==> src/crmp_map.svh <==
// constants for the configuration register message port
`ifndef CRMP_MAP_SVH
`define CRMP_MAP_SVH
`define CRMP_CT_WRITE 8'hc0
`define CRMP_CT_READ 8'hc1
`define CRMP_CT_END 8'h01
`define CRMP_CT_ACK 8'h03
`define CRMP_CT_NACK 8'h04
`define CRMP_NOREPLY_LOW 8'hff
`define CRMP_PS_RES_TYPE 8'h0b
`define CRMP_PS_SHIFT 8
`define CRMP_RET_BYTES 3'd3
`define CRMP_REG_BYTES 3'd2
`define CRMP_DATA_BYTES 3'd4
`define CRMP_REG_RESET 32'h00000000
`endif

==> src/crmp_pkg.sv <==
// types for the configuration register message port
`include "crmp_map.svh"
package crmp_pkg;
    typedef logic [7:0] crmp_byte_t;
    typedef logic [31:0] crmp_word_t;
    typedef enum logic [1:0] {CRMP_OP_NONE, CRMP_OP_WRITE, CRMP_OP_READ} crmp_op_e;

    // processor-status register number to resource identifier
    function automatic logic [31:0] crmp_ps_resource(input logic [15:0] regnum);
        crmp_ps_resource = ({16'h0000, regnum} << `CRMP_PS_SHIFT) | 32'h0000000b;
    endfunction
endpackage

==> src/crmp_port.sv <==
// configuration register message port: request parser and reply builder
`timescale 1ns/1ns
`include "crmp_map.svh"
module crmp_port #(
    parameter int ADDR_W = 4
) (
    input wire logic i_clk,
    input wire logic i_reset_n,
    input wire logic i_rx_valid,
    input wire logic i_rx_ctrl,
    input wire crmp_pkg::crmp_byte_t i_rx_data,
    output logic o_rx_ready,
    output logic o_tx_valid,
    output logic o_tx_ctrl,
    output crmp_pkg::crmp_byte_t o_tx_data,
    output logic [23:0] o_tx_dest,
    input wire logic i_tx_ready,
    input wire logic [15:0] i_ps_regnum,
    output logic [31:0] o_ps_resource
);
    import crmp_pkg::*;

    typedef enum {ST_HEAD, ST_RET, ST_REG, ST_DATA, ST_END, ST_DRAIN, ST_EXEC, ST_RDWAIT,
        ST_REPLY} crmp_state_e;

    initial begin
        if (ADDR_W < 1 || ADDR_W > 12) $error("crmp_port: bad ADDR_W");
    end

    crmp_state_e state_r;
    crmp_op_e op_r;
    logic [2:0] cnt_r;
    logic [23:0] ret_r;
    logic [15:0] reg_r;
    logic [31:0] data_r;
    logic bad_r;
    logic [2:0] rcnt_r;
    logic ok_r;
    logic we;
    logic [31:0] rdata;

    // two-entry reply buffer
    logic [8:0] buf_r [0:1];
    logic [23:0] bdest_r [0:1];
    logic [1:0] bcount_r;
    logic bwr_r;
    logic brd_r;
    logic push;
    logic [8:0] push_tok;
    logic pop;

    function automatic logic reg_ok(input logic [15:0] r);
        reg_ok = (r < 16'(1 << ADDR_W));
    endfunction

    // ready is a register that tracks the parse states
    wire logic take = i_rx_valid && o_rx_ready;

    assign we = (state_r == ST_EXEC) && (op_r == CRMP_OP_WRITE) && !bad_r && reg_ok(reg_r);

    crmp_regbank #(.ADDR_W(ADDR_W), .DATA_W(32)) u_bank (
        .i_clk(i_clk),
        .i_reset_n(i_reset_n),
        .i_we(we),
        .i_waddr(reg_r[ADDR_W-1:0]),
        .i_wdata(data_r),
        .i_raddr(reg_r[ADDR_W-1:0]),
        .o_rdata(rdata)
    );

    always_ff @(posedge i_clk) begin
        if (!i_reset_n) begin
            state_r <= ST_HEAD;
            op_r <= CRMP_OP_NONE;
            cnt_r <= '0;
            ret_r <= '0;
            reg_r <= '0;
            data_r <= '0;
            bad_r <= 1'b0;
            rcnt_r <= '0;
            ok_r <= 1'b0;
            o_rx_ready <= 1'b1;
        end else begin
            case (state_r)
                ST_HEAD: if (take) begin
                    cnt_r <= '0;
                    bad_r <= 1'b0;
                    if (i_rx_ctrl && i_rx_data == `CRMP_CT_WRITE) begin
                        op_r <= CRMP_OP_WRITE;
                        state_r <= ST_RET;
                    end else if (i_rx_ctrl && i_rx_data == `CRMP_CT_READ) begin
                        op_r <= CRMP_OP_READ;
                        state_r <= ST_RET;
                    end
                end
                ST_RET: if (take) begin
                    ret_r <= {ret_r[15:0], i_rx_data};
                    if (i_rx_ctrl) bad_r <= 1'b1;
                    cnt_r <= cnt_r + 3'd1;
                    if (cnt_r == `CRMP_RET_BYTES - 3'd1) begin
                        cnt_r <= '0;
                        state_r <= ST_REG;
                    end
                end
                ST_REG: if (take) begin
                    reg_r <= {reg_r[7:0], i_rx_data};
                    if (i_rx_ctrl) bad_r <= 1'b1;
                    cnt_r <= cnt_r + 3'd1;
                    if (cnt_r == `CRMP_REG_BYTES - 3'd1) begin
                        cnt_r <= '0;
                        state_r <= (op_r == CRMP_OP_WRITE) ? ST_DATA : ST_END;
                    end
                end
                ST_DATA: if (take) begin
                    data_r <= {data_r[23:0], i_rx_data};
                    if (i_rx_ctrl) bad_r <= 1'b1;
                    cnt_r <= cnt_r + 3'd1;
                    if (cnt_r == `CRMP_DATA_BYTES - 3'd1) begin
                        cnt_r <= '0;
                        state_r <= ST_END;
                    end
                end
                ST_END: if (take) begin
                    if (!(i_rx_ctrl && i_rx_data == `CRMP_CT_END)) begin
                        bad_r <= 1'b1;
                        state_r <= i_rx_ctrl ? ST_EXEC : ST_DRAIN;
                        o_rx_ready <= !i_rx_ctrl;
                    end else begin
                        state_r <= ST_EXEC;
                        o_rx_ready <= 1'b0;
                    end
                end
                ST_DRAIN: if (take && i_rx_ctrl) begin
                    state_r <= ST_EXEC;
                    o_rx_ready <= 1'b0;
                end
                ST_EXEC: begin
                    ok_r <= !bad_r && reg_ok(reg_r);
                    rcnt_r <= '0;
                    if (op_r == CRMP_OP_WRITE && ret_r[7:0] == `CRMP_NOREPLY_LOW) begin
                        state_r <= ST_HEAD;
                        o_rx_ready <= 1'b1;
                    end else begin
                        state_r <= ST_RDWAIT;
                    end
                end
                ST_RDWAIT: state_r <= ST_REPLY;
                ST_REPLY: if (push) begin
                    rcnt_r <= rcnt_r + 3'd1;
                    if (push_tok == {1'b1, `CRMP_CT_END}) begin
                        state_r <= ST_HEAD;
                        o_rx_ready <= 1'b1;
                    end
                end
                default: begin
                    state_r <= ST_HEAD;
                    o_rx_ready <= 1'b1;
                end
            endcase
        end
    end

    always_comb begin
        push_tok = {1'b1, `CRMP_CT_END};
        if (rcnt_r == 3'd0) begin
            push_tok = ok_r ? {1'b1, `CRMP_CT_ACK} : {1'b1, `CRMP_CT_NACK};
        end else if (ok_r && op_r == CRMP_OP_READ && rcnt_r < 3'd5) begin
            push_tok = {1'b0, rdata[8*(4-int'(rcnt_r)) +: 8]};
        end
    end
    assign push = (state_r == ST_REPLY) && (bcount_r != 2'd2);
    assign pop = o_tx_valid && i_tx_ready;

    always_ff @(posedge i_clk) begin
        if (!i_reset_n) begin
            bcount_r <= '0;
            bwr_r <= 1'b0;
            brd_r <= 1'b0;
            buf_r[0] <= '0;
            buf_r[1] <= '0;
            bdest_r[0] <= '0;
            bdest_r[1] <= '0;
        end else begin
            if (push) begin
                buf_r[bwr_r] <= push_tok;
                bdest_r[bwr_r] <= ret_r;
                bwr_r <= ~bwr_r;
            end
            if (pop) brd_r <= ~brd_r;
            bcount_r <= bcount_r + 2'(push) - 2'(pop);
        end
    end

    always_ff @(posedge i_clk) begin
        if (!i_reset_n) begin
            o_tx_valid <= 1'b0;
            o_tx_ctrl <= 1'b0;
            o_tx_data <= '0;
            o_tx_dest <= '0;
        end else if (!o_tx_valid || i_tx_ready) begin
            o_tx_valid <= 1'b0;
            // head entry stays counted while it sits in the output register
            if (bcount_r > 2'(o_tx_valid)) begin
                o_tx_valid <= 1'b1;
                {o_tx_ctrl, o_tx_data} <= buf_r[brd_r ^ (o_tx_valid ? 1'b1 : 1'b0)];
                o_tx_dest <= bdest_r[brd_r ^ (o_tx_valid ? 1'b1 : 1'b0)];
            end
        end
    end

    always_ff @(posedge i_clk) begin
        if (!i_reset_n) begin
            o_ps_resource <= '0;
        end else begin
            o_ps_resource <= crmp_ps_resource(i_ps_regnum);
        end
    end
endmodule

==> src/crmp_regbank.sv <==
// small register memory with registered read data
`timescale 1ns/1ns
module crmp_regbank #(
    parameter int ADDR_W = 4,
    parameter int DATA_W = 32
) (
    input wire logic i_clk,
    input wire logic i_reset_n,
    input wire logic i_we,
    input wire logic [ADDR_W-1:0] i_waddr,
    input wire logic [DATA_W-1:0] i_wdata,
    input wire logic [ADDR_W-1:0] i_raddr,
    output logic [DATA_W-1:0] o_rdata
);
    logic [DATA_W-1:0] mem_r [0:(1<<ADDR_W)-1];

    initial begin
        if (ADDR_W < 1 || ADDR_W > 12) $error("crmp_regbank: bad ADDR_W");
    end

    always_ff @(posedge i_clk) begin
        if (!i_reset_n) begin
            for (int k = 0; k < (1<<ADDR_W); k++) begin
                mem_r[k] <= DATA_W'(`CRMP_REG_RESET);
            end
        end else if (i_we) begin
            mem_r[i_waddr] <= i_wdata;
        end
    end

    always_ff @(posedge i_clk) begin
        if (!i_reset_n) begin
            o_rdata <= '0;
        end else begin
            o_rdata <= mem_r[i_raddr];
        end
    end
endmodule

==> config.mk <==
export PLATFORM = sky130hd
export DESIGN_NAME = crmp_port
export DESIGN_NICKNAME = d
export VERILOG_FILES = /design/src/crmp_pkg.sv /design/src/crmp_port.sv /design/src/crmp_regbank.sv
export VERILOG_INCLUDE_DIRS = /design/src
export SDC_FILE = /design/constraint.sdc
export NUM_CORES = 1
export LEC_CHECK = 0
export BUFFER_PORTS_ARGS = -buffer_cell sky130_fd_sc_hd__buf_2
export CAP_MARGIN = 20
export CORE_MARGIN = 10
export CORE_UTILIZATION = 56
export DETAILED_ROUTE_END_ITERATION = 8
export GPL_TIMING_DRIVEN = 1
export MAX_ROUTING_LAYER = met4
export PLACE_DENSITY_LB_ADDON = 0.15
export REMOVE_ABC_BUFFERS = 1
export SLEW_MARGIN = 30
export SYNTH_ARGS = -nofsm -noshare
export SYNTH_HDL_FRONTEND = slang
export SYNTH_SLANG_ARGS = --single-unit
==> constraint.sdc <==
create_clock -name i_clk -period 5.6 [get_ports i_clk]
set_input_delay 1.68 -clock i_clk [delete_from_list [all_inputs] [get_ports i_clk]]
set_output_delay 1.68 -clock i_clk [all_outputs]
set_load 0.02 [all_outputs]
==> qor.yml, run 1 <==
drcViolationCount: 0
slew_headroom: 0.3284
clk_path_buf_depth: 3
arrival_ns: 4.42
regToRegSetupSlack_ns: 2.00
ys_seq_elements: 752
vias: 19059
cts_made_buffers: 77
ys.flop_type: "edfxtp_1"
setup_viol: 0
grt-ovfl-total: 0
htreeDepth: 3
crit_type: "in2reg"
clk_latency_ns: 0.61
grt_pass1_wl_um: 116900
cts.sinks: 752
maxCapViolCount: 0
drt-initial-drc-count: 2099
worst_pin_slew_ns: 1.007
slew_violations: 0
track_usage: 0.2392
synth_fa_ha_area_frac: 0.004393
post-cts-setup-buffers: 0
worst-endpoint-required_ns: 5.92
cts-root-buf: "clkbuf_16"
globalplace.congestion: 0.8117
cts_resized: 0
synth_compound_area_frac: 0.02999
final_hold_viol_count: 0
syn2layout_area_growth_pct: 12.71
io_buffers: 82
hold_buffers: 0
max_freq_mhz: 244.0
multi_input_comb_area_um2: 9942
layout.cells.non_filler: 3235
seq_area_frac_synth: 0.6651
syn_area_um2: 31330
drtAntennaViolNets: 0
pin_count: 96
worstReg2RegStart: "state_r[0]"
hold_path_class: "reg2reg"
r2r-end: "u_bank.mem_r[5][6]"
critPathMaxFanout: 62
post_synth.cell_area_avg_um2: 13.18
ys_warn_count: 0
synth_xor_area_frac: 0.001957
finClkSkew_ns: 0.01981
vias_per_cell: 5.891
crit_path_start: "i_reset_n"
yosysUniqueCellTypes: 52
r2r_cells: 7
die_w_um: 256.5
core_um2: 55200
wl_per_cell_um: 23.66
synth_top_family_by_area: "simple AND/OR/NAND/NOR gates"
die_h_um: 256.5
dieArea_um2: 65810
worst_setup_path_start_kind: "primary input"
cts_tree: "built"
fillers: 4122
synth_simple_gate_area_frac: 0.1386
grt_pass1_vias: 19389
crit_end: "u_bank.mem_r[5][6]"
grt_start_max_net_pins: 107
ir_worst_vdd_mv: 0.3259
layout_commonest_cell: "edfxtp_1"
firstDrtPassIters: 8
p_per_area_nw_per_um2: 353.7
outcome: "finished clean"
dp_cells: 3095
ff_latch_area_um2: 20850
synthMuxAreaShare: 0.1323
fin_util: 0.6397
min_period_ns: 4.099
finalSetupTns_ns: 0
final_cell_mix: "578 x edfxtp_1, 574 x nor2_1, 293 x nand2_1, 169 x dfxtp_1, 168 x mux4_2"
rsz0062_at_grt: "false"
drt-total-wl_um: 76550
std_cell_rows: 86
worst_setup_path_end_kind: "flip-flop"
antenna_found_initial: 1
path_clk_slew_ns: 0.06
async_reset_ff_frac: 0
holdWs_ns: 0.4531
p_leak_nw: 11.28
postSynthCellCount: 2378
nets: 2466
layout-drive-gt1-share: 0.1802
initial_utilization: 0.5676
synth-edff-count: 578
hpwl_um: 44600
finalCritPeriodShare: 0.7319
power.total_w: 0.01249
kinds of logic (layout without fill, tap and decap cells):
logic type | count (synthesis) | after routing
AO/OA/AOI/OAI | 160 | 160
XOR/XNOR | 7 | 7
adder cells (fa/ha/maj) | 11 | 11
buffers and inverters | 199 | 295
flip-flops | 752 | 752
multiplexers | 204 | 204
other | 1 | 14
AND/OR/NAND/NOR | 1044 | 1044
how the worst min path moves through the flow:
stage,startpoint,end,slack [ns],cells after the start
after floorplan,reg_r[8],reg_r[8],0.43,2
after global placement,reg_r[8],reg_r[8],0.44,2
after detailed placement,reg_r[10],reg_r[10],0.44,2
after CTS,reg_r[10],reg_r[10],0.45,2
after global routing,reg_r[10],reg_r[10],0.48,2
final,reg_r[9],reg_r[9],0.45,2
where the power goes:
part	internal, W	switching (W)	total [W]
combinational	0.000382	0.000632	0.00101
sequential	0.00627	0.0000936	0.00637
clock	0.00303	0.00208	0.00511
synthesized netlist by cell type, drive strengths merged (2+ instances only):
cell type,instances,area share
edfxtp,578,0.55
nor2,578,0.069
nand2,294,0.035
dfxtp,174,0.11
mux4,168,0.12
clkbuf,119,0.014
and2,112,0.022
a21oi,81,0.013
buf,65,0.011
mux2i,36,0.012
a211oi,34,0.0081
o21ai,29,0.0046
inv,15,0.0018
nor3,12,0.0021
ha,11,0.0044
nand2b,10,0.0020
nand3,10,0.0016
nor2b,8,0.0016
xnor2,6,0.0017
nand4,4,0.00080
nor4,3,0.00060
or3,3,0.00060
and4,2,0.00056
o211a,2,0.00064
o311ai,2,0.00056
through the flow:
step / area, um2 / worst slack, ns
finish: 35310 / 1.501
global route: 35310 / 1.370
CTS: 35310 / 1.587
detailed placement: 32830 / 0.9539
global placement: 32730 / 1.012
floorplan: 30570 / -8.214
worst max-delay path, stage by stage:
cell and delay (ns):
buf_4 0.19, and4b_1 0.21, and4_1 0.32, nand3b_1 0.46, buf_4 0.56, buf_4 0.76
nor2_1 0.12
registers in the layout (all words and copies together), names as in the netlist, 17 cells and up:
name	flops
buf_r	18
ret_r	24
bdest_r	48
o_ps_resource	17
data_r	32
u_bank.mem_r	512
u_bank.o_rdata	32
o_tx_dest	24
layer usage:
| metal | share of wire | track usage |
|---|---|---|
| met2 | 0.50 | 0.3928 |
| met5 | 0 | - |
| met1 | 0.38 | 0.2945 |
| met4 | 0.030 | 0.07477 |
| met3 | 0.091 | 0.05107 |
cell type report:
type,count,share of cell area
timing repair buffer,141,0.02934
sequential,752,0.5905
inverter,15,0.001665
tap,748,0.02650
antenna,1,0.00007086
clock buffer,110,0.06069
clock inverter,29,0.009673
multi-input combinational,1439,0.2815
(Power assumes the default switching activity.)
==> run 2, diff against run 1 <==
--- a/config.mk
+++ b/config.mk
@@ -6,6 +6,7 @@
 export SDC_FILE = /design/constraint.sdc
 export NUM_CORES = 1
 export LEC_CHECK = 0
+export ABC_AREA = 1
 export BUFFER_PORTS_ARGS = -buffer_cell sky130_fd_sc_hd__buf_2
 export CAP_MARGIN = 20
 export CORE_MARGIN = 10
==> constraint.sdc (replaced) <==
create_clock -name i_clk -period 3.5 [get_ports i_clk]
set_input_delay 1.05 -clock i_clk [delete_from_list [all_inputs] [get_ports i_clk]]
set_output_delay 1.05 -clock i_clk [all_outputs]
set_load 0.02 [all_outputs]
==> qor.yml, run 2 <==
synth_top_cell_by_area: "edfxtp_1"  # unchanged
post-cts-setup-buffers: 0  # unchanged
outcome: "finished clean"  # unchanged
grt_pass1_wl_um: 127100  # was 116900 um
drcViolationCount: 0  # unchanged
finClkSkew_ns: 0.02573  # was 0.01981 ns
synth-edff-count: 578  # unchanged
netlist_top_cells_count: "668 x nor2_1, 578 x edfxtp_1, 362 x nand2_1"  # was 578 x edfxtp_1, 578 x nor2_1, 294 x nand2_1
worst_pin_slew_ns: 0.8043  # was 1.007 ns
die_w_um: 253.6  # was 256.5 um
grt_start_max_net_pins: 147  # was 107
ys_warn_count: 0  # unchanged
antenna_found_initial: 0  # was 1
worst_setup_path_end_kind: "flip-flop"  # unchanged
fillers: 4202  # was 4122
num_antenna_cells: 0  # was 1
wl_per_cell_um: 23.33  # was 23.66 um
syn_area_um2: 30550  # was 31330 um2
postPlaceCellArea_um2: 31840  # was 32830 um2
yosysMostFrequentCell: "nor2_1"
hp-start: "reg_r[11]"  # was reg_r[9]
postSynthCellCount: 2809  # was 2378
ys.flop_type: "edfxtp_1"  # unchanged
vias: 21917  # was 19059
drt-total-wl_um: 84100  # was 76550 um
min_period_ns: 2.653
seq_area_frac_synth: 0.6821  # was 0.6651
finalCritPeriodShare: 0.7581
track_usage: 0.2673  # was 0.2392
crit_type: "reg2reg"  # was in2reg
largest-register: "u_bank.mem_r"  # unchanged
clk_path_buf_depth: 3  # unchanged
r2r_cells: 8  # was 7
final_cell_mix: "664 x nor2_1, 578 x edfxtp_1, 345 x nand2_1, 256 x a22oi_1, 174 x dfxtp_1"  # was 578 x edfxtp_1, 574 x nor2_1, 293 x nand2_1, 169 x dfxtp_1, 168 x mux4_2
p_leak_nw: 12.30  # was 11.28 nW
worst_setup_path_start_kind: "flip-flop"  # was primary input
io_buffers: 82  # unchanged
vias_per_cell: 6.080  # was 5.891
max_freq_mhz: 376.9
globalplace.congestion: 0.8597  # was 0.8117
clk_latency_ns: 0.63  # was 0.61 ns
post_synth.cell_area_avg_um2: 10.88  # was 13.18 um2
worstReg2RegStart: "rcnt_r[1]"  # was state_r[0]
grt-ovfl-total: 0  # unchanged
ir_worst_vdd_mv: 0.4130  # was 0.3259 mV
initial_utilization: 0.5666  # was 0.5676
rsz0062_at_grt: "false"  # unchanged
grt_pass1_vias: 21258  # was 19389
core_um2: 53920  # was 55200 um2
slew_violations: 0  # unchanged
r2r-end: "buf_r[0][1]"  # was u_bank.mem_r[5][6]
reg.largest.list: "u_bank.mem_r: 512 flops, bdest_r: 48 flops"  # unchanged
firstDrtPassIters: 5  # was 8
maxCapViolCount: 0  # unchanged
dieArea_um2: 64300  # was 65810 um2
hold_path_class: "reg2reg"  # unchanged
setup_viol: 0  # unchanged
cts.sinks: 752  # unchanged
stdcell_area_um2: 34490  # was 35310 um2
yosysUniqueCellTypes: 36  # was 52
nets: 2883  # was 2466
synth.area.top_cells: "edfxtp_1 57%, dfxtp_1 11%, nor2_1 8.2%, a22oi_1 6.3%, nand2_1 4.4%"  # was edfxtp_1 55%, mux4_2 12%, dfxtp_1 11%, nor2_1 6.9%, nand2_1 3.5%
die_h_um: 253.6  # was 256.5 um
hold_path_end: "reg_r[11]"  # was reg_r[9]
path_clk_slew_ns: 0.06  # about the same
pin_count: 96  # unchanged
cts_tree: "built"  # unchanged
htreeDepth: 3  # unchanged
p_per_area_nw_per_um2: 649.0  # was 353.7 nW/um2
regToRegSetupSlack_ns: 0.85  # was 2.00 ns
cts-root-buf: "clkbuf_16"  # unchanged
syn2layout_area_growth_pct: 12.88  # was 12.71%
whs_path_depth: 2  # unchanged
layout-drive-gt1-share: 0.1134  # was 0.1802
cts_resized: 0  # unchanged
hpwl_um: 48120  # was 44600 um
largest_reg_flops: 512  # unchanged
drt-initial-drc-count: 2488  # was 2099
cts_made_buffers: 79  # was 77
netlist.area_leader.share: 0.5681  # was 0.5539
hold_buffers: 0  # unchanged
ys_seq_elements: 752  # unchanged
arrival_ns: 3.02  # was 4.42 ns
final_hold_viol_count: 0  # unchanged
drtAntennaViolNets: 0  # unchanged
layout_commonest_cell: "nor2_1"  # was edfxtp_1
critPathMaxFanout: 10  # was 62
worst-endpoint-required_ns: 3.86  # was 5.92 ns
power.total_w: 0.02238  # was 0.01249 W
slew_headroom: 0.4625  # was 0.3284
std_cell_rows: 85  # was 86
async_reset_ff_frac: 0  # unchanged
## run 2: worst max path at each step
stage | cells past startpoint | endpoint | start | slack, ns
3_3_place_gp | 9 | u_bank.mem_r[5][17] | i_reset_n | 0.42
4_1_cts | 8 | buf_r[0][1] | rcnt_r[1] | 0.96
3_5_place_dp | 9 | u_bank.mem_r[5][18] | i_reset_n | 0.41
2_1_floorplan | 4 | u_bank.mem_r[1][0] | reg_r[0] | -4.85
6_report | 8 | buf_r[0][1] | rcnt_r[1] | 0.85
5_1_grt | 8 | buf_r[0][1] | rcnt_r[0] | 0.70
## run 2: critical path, cell delays in order (launching register included)
cell and delay, ns:
dfxtp_1 0.37, inv_1 0.06, ha_1 0.62, inv_1 0.35, a21oi_1 0.19, o21ai_0 0.23, nand3_1 0.19, a21boi_0 0.27
nor2_1 0.09
## run 2: layout make-up
cell class              instances  area, um2  area share
multi-input cells            1714       8366      0.2426
clock inverters                30      336.6    0.009759
flip-flops and latches        752      20840      0.6043
clock buffers                 117       2313     0.06708
inverters                     133      501.7     0.01455
repair buffers                163       1259     0.03650
well taps                     696      870.8     0.02525
## run 2: logic make-up (layout without fill, tap and decap cells)
family                   after synthesis  count (layout)  synth area share
buffers and inverters                355             443           0.04923
flip-flops                           752             752            0.6821
AND/OR/NAND/NOR                     1133            1133            0.1484
adder cells (fa/ha/maj)               11              11          0.004505
AO/OA/AOI/OAI                        556             556            0.1154
other                                  1              13         0.0001227
XOR/XNOR                               1               1         0.0002867
## run 2: power breakdown
part           switching, W  internal [W]  leakage (nW)
Clock               0.00343       0.00510          1.31
Sequential         0.000254        0.0102          7.39
Combinational       0.00251      0.000927          3.60
Total               0.00620        0.0162          12.3
## run 2: metal layers
| layer | global-route usage | up-vias | part of all wire |
|---|---|---|---|
| met5 | - | - | 0 |
| met4 | 0.09635 | 0 | 0.031 |
| met3 | 0.04934 | 154 | 0.10 |
| met2 | 0.4342 | 1166 | 0.48 |
| met1 | 0.3320 | 10783 | 0.38 |
| li1 | - | 9814 | - |
## run 2: per-stage QoR
| stage | setup slack, ns | util | setup TNS [ns] | hold WS [ns] | std cells |
|---|---|---|---|---|---|
| after floorplan | -4.848 | - | -2366.41 | 0.4363 | 2599 |
| after global placement | 0.4199 | 0.5904 | 0 | 0.4497 | 3458 |
| after detailed placement | 0.4116 | 0.5904 | 0 | 0.4585 | 3458 |
| after CTS | 0.9621 | 0.6396 | 0 | 0.4662 | 3605 |
| after global routing | 0.7049 | 0.6396 | 0 | 0.4916 | 3605 |
| final | 0.8468 | 0.6396 | 0 | 0.4667 | 3605 |
==> run 3, diff against run 2 <==
--- a/config.mk
+++ b/config.mk
@@ -6,11 +6,11 @@
 export SDC_FILE = /design/constraint.sdc
 export NUM_CORES = 1
 export LEC_CHECK = 0
-export ABC_AREA = 1
+export ABC_AREA = 0
 export BUFFER_PORTS_ARGS = -buffer_cell sky130_fd_sc_hd__buf_2
 export CAP_MARGIN = 20
 export CORE_MARGIN = 10
-export CORE_UTILIZATION = 56
+export CORE_UTILIZATION = 60
 export DETAILED_ROUTE_END_ITERATION = 8
 export GPL_TIMING_DRIVEN = 1
 export MAX_ROUTING_LAYER = met4
==> constraint.sdc (replaced) <==
create_clock -name i_clk -period 2.75 [get_ports i_clk]
set_input_delay 0.825 -clock i_clk [delete_from_list [all_inputs] [get_ports i_clk]]
set_output_delay 0.825 -clock i_clk [all_outputs]
set_load 0.02 [all_outputs]
==> qor.yml, run 3 (synthesis gave the netlist of run 1 again) <==
outcome: "finished clean"  # unchanged
fillers: 3512  # was 4202
largest_reg_flops: 512  # unchanged
globalplace.congestion: 0.8122  # was 0.8597
core_um2: 51510  # was 53920 um2
std_cell_rows: 83  # was 85
worst_pin_slew_ns: 0.7266  # was 0.8043 ns
ir_worst_vdd_mv: 0.6128  # was 0.4130 mV
arrival_ns: 2.95  # was 3.02 ns
slew_headroom: 0.5156  # was 0.4625
htreeDepth: 3  # unchanged
cts_tree: "built"  # unchanged
slew_violations: 0  # unchanged
die_w_um: 248.5  # was 253.6 um
drcViolationCount: 0  # unchanged
grt-ovfl-total: 0  # unchanged
finalSetupTns_ns: 0  # unchanged
syn2layout_area_growth_pct: 14.74  # was 12.88%
initial_utilization: 0.6083  # was 0.5666
cts.sinks: 752  # unchanged
hold_path_class: "in2reg"  # was reg2reg
dieArea_um2: 61760  # was 64300 um2
cts_made_buffers: 77  # was 79
final_hold_viol_count: 0  # unchanged
grt_pass1_wl_um: 119600  # was 127100 um
largest-register: "u_bank.mem_r"  # unchanged
path_clk_slew_ns: 0.06  # about the same
io_buffers: 82  # unchanged
finalCritPeriodShare: 0.9612  # was 0.7581
final_cell_mix: "578 x edfxtp_1, 575 x nor2_1, 293 x nand2_1, 170 x dfxtp_1, 168 x mux4_2"  # was 664 x nor2_1, 578 x edfxtp_1, 345 x nand2_1, 256 x a22oi_1, 174 x dfxtp_1
drt-initial-drc-count: 2125  # was 2488
min_period_ns: 2.643  # was 2.653 ns
multi_input_comb_area_um2: 9940  # was 8366 um2
rsz0062_at_grt: "false"  # unchanged
drt-total-wl_um: 77950  # was 84100 um
cts_resized: 0  # unchanged
setup_viol: 0  # unchanged
grt_pass1_vias: 19835  # was 21258
p_per_area_nw_per_um2: 710.5  # was 649.0 nW/um2
clk_path_buf_depth: 3  # unchanged
wl_per_cell_um: 24.31  # was 23.33 um
antenna_found_initial: 0  # unchanged
drtAntennaViolNets: 0  # unchanged
vias: 19574  # was 21917
maxCapViolCount: 0  # unchanged
finClkSkew_ns: 0.02358  # was 0.02573 ns
layout_commonest_cell: "edfxtp_1"  # was nor2_1
crit_type: "reg2reg"  # unchanged
holdWs_ns: 0.4194  # was 0.4667 ns
layout-drive-gt1-share: 0.1959  # was 0.1134
pin_count: 96  # unchanged
nets: 2504  # was 2883
vias_per_cell: 6.104  # was 6.080
fin_util: 0.6980  # was 0.6396
grt_start_max_net_pins: 91  # was 147
hold_buffers: 0  # unchanged
critPathMaxFanout: 19  # was 10
worst_setup_path_start_kind: "flip-flop"  # unchanged
worst-endpoint-required_ns: 3.05  # was 3.86 ns
hpwl_um: 45110  # was 48120 um
die_h_um: 248.5  # was 253.6 um
ff_latch_area_um2: 20850  # was 20840 um2
firstDrtPassIters: 6  # was 5
reg.largest.list: "u_bank.mem_r: 512 flops, bdest_r: 48 flops"  # unchanged
cts-root-buf: "clkbuf_16"  # unchanged
post-cts-setup-buffers: 0  # unchanged
worst_setup_path_end_kind: "flip-flop"  # unchanged
max_freq_mhz: 378.3  # was 376.9 MHz
p_leak_nw: 11.66  # was 12.30 nW
clk_latency_ns: 0.63  # about the same
track_usage: 0.2584  # was 0.2673
num_antenna_cells: 0  # unchanged
[run 3: cell count changes in the layout (fill, tap and decap cells not counted), moves of 38 or more]
cell     change
a22oi_1    -255
and2_1     +112
inv_1       -82
mux4_2     +168
nand2_1     -52
nand3_1     -38
nor2_1      -89
o21ai_0    -110
[run 3: worst paths after layout]
path / start / endpoint / slack, ns / cells after the start
max: reg_r[7] / u_bank.mem_r[3][20] / 0.11 / 7
min: i_ps_regnum[3] / o_ps_resource[11] / 0.42 / 2
max reg2reg: reg_r[7] / u_bank.mem_r[3][20] / 0.11 / 7
min reg2reg: ret_r[21] / ret_r[21] / 0.46 / 2
[run 3: critical path, cell delays in order, from the launching register on]
cell and delay [ns]:
dfxtp_1 0.32, or4_1 0.54, nor3_2 0.14, and4_1 0.38
buf_4 0.18, nand3_4 0.20, o21ai_4 0.29, buf_12 0.25
[run 3: layer usage]
metal | part of all wire | wire length, um | vias to the layer above | global-route usage
li1 | - | - | 8649 | -
met4 | 0.024 | 1904 | 0 | 0.06964
met5 | 0 | 0 | - | -
met1 | 0.38 | 29520 | 9706 | 0.3263
met3 | 0.094 | 7334 | 157 | 0.04977
met2 | 0.50 | 39200 | 1062 | 0.4242
[run 3: layout make-up]
type                            count  area share
Clock buffer                      108     0.06111
Clock inverter                     34    0.009501
Inverter                           15    0.001636
Multi-Input combinational cell   1439      0.2765
Sequential cell                   752      0.5800
Tap cell                          680     0.02367
Timing Repair Buffer              179     0.04761
[run 3: where the power goes]
part | switching, W | total, W | internal, W
registers | 0.000192 | 0.0130 | 0.0128
clock network | 0.00427 | 0.0104 | 0.00616
logic | 0.00132 | 0.00215 | 0.000829
total | 0.00578 | 0.0255 | 0.0198
[run 3: stage by stage]
step | cells | total power (W) | cell area (um2) | setup WS (ns)
floorplan | 2206 | 0.01506 | 30570 | -11.06
global placement | 3064 | 0.01528 | 33390 | 0.02485
detailed placement | 3065 | 0.01538 | 33410 | 0.001627
CTS | 3207 | 0.02569 | 35950 | 0.1132
global route | 3207 | 0.02637 | 35950 | 0.02253
finish | 3207 | 0.02554 | 35950 | 0.1067
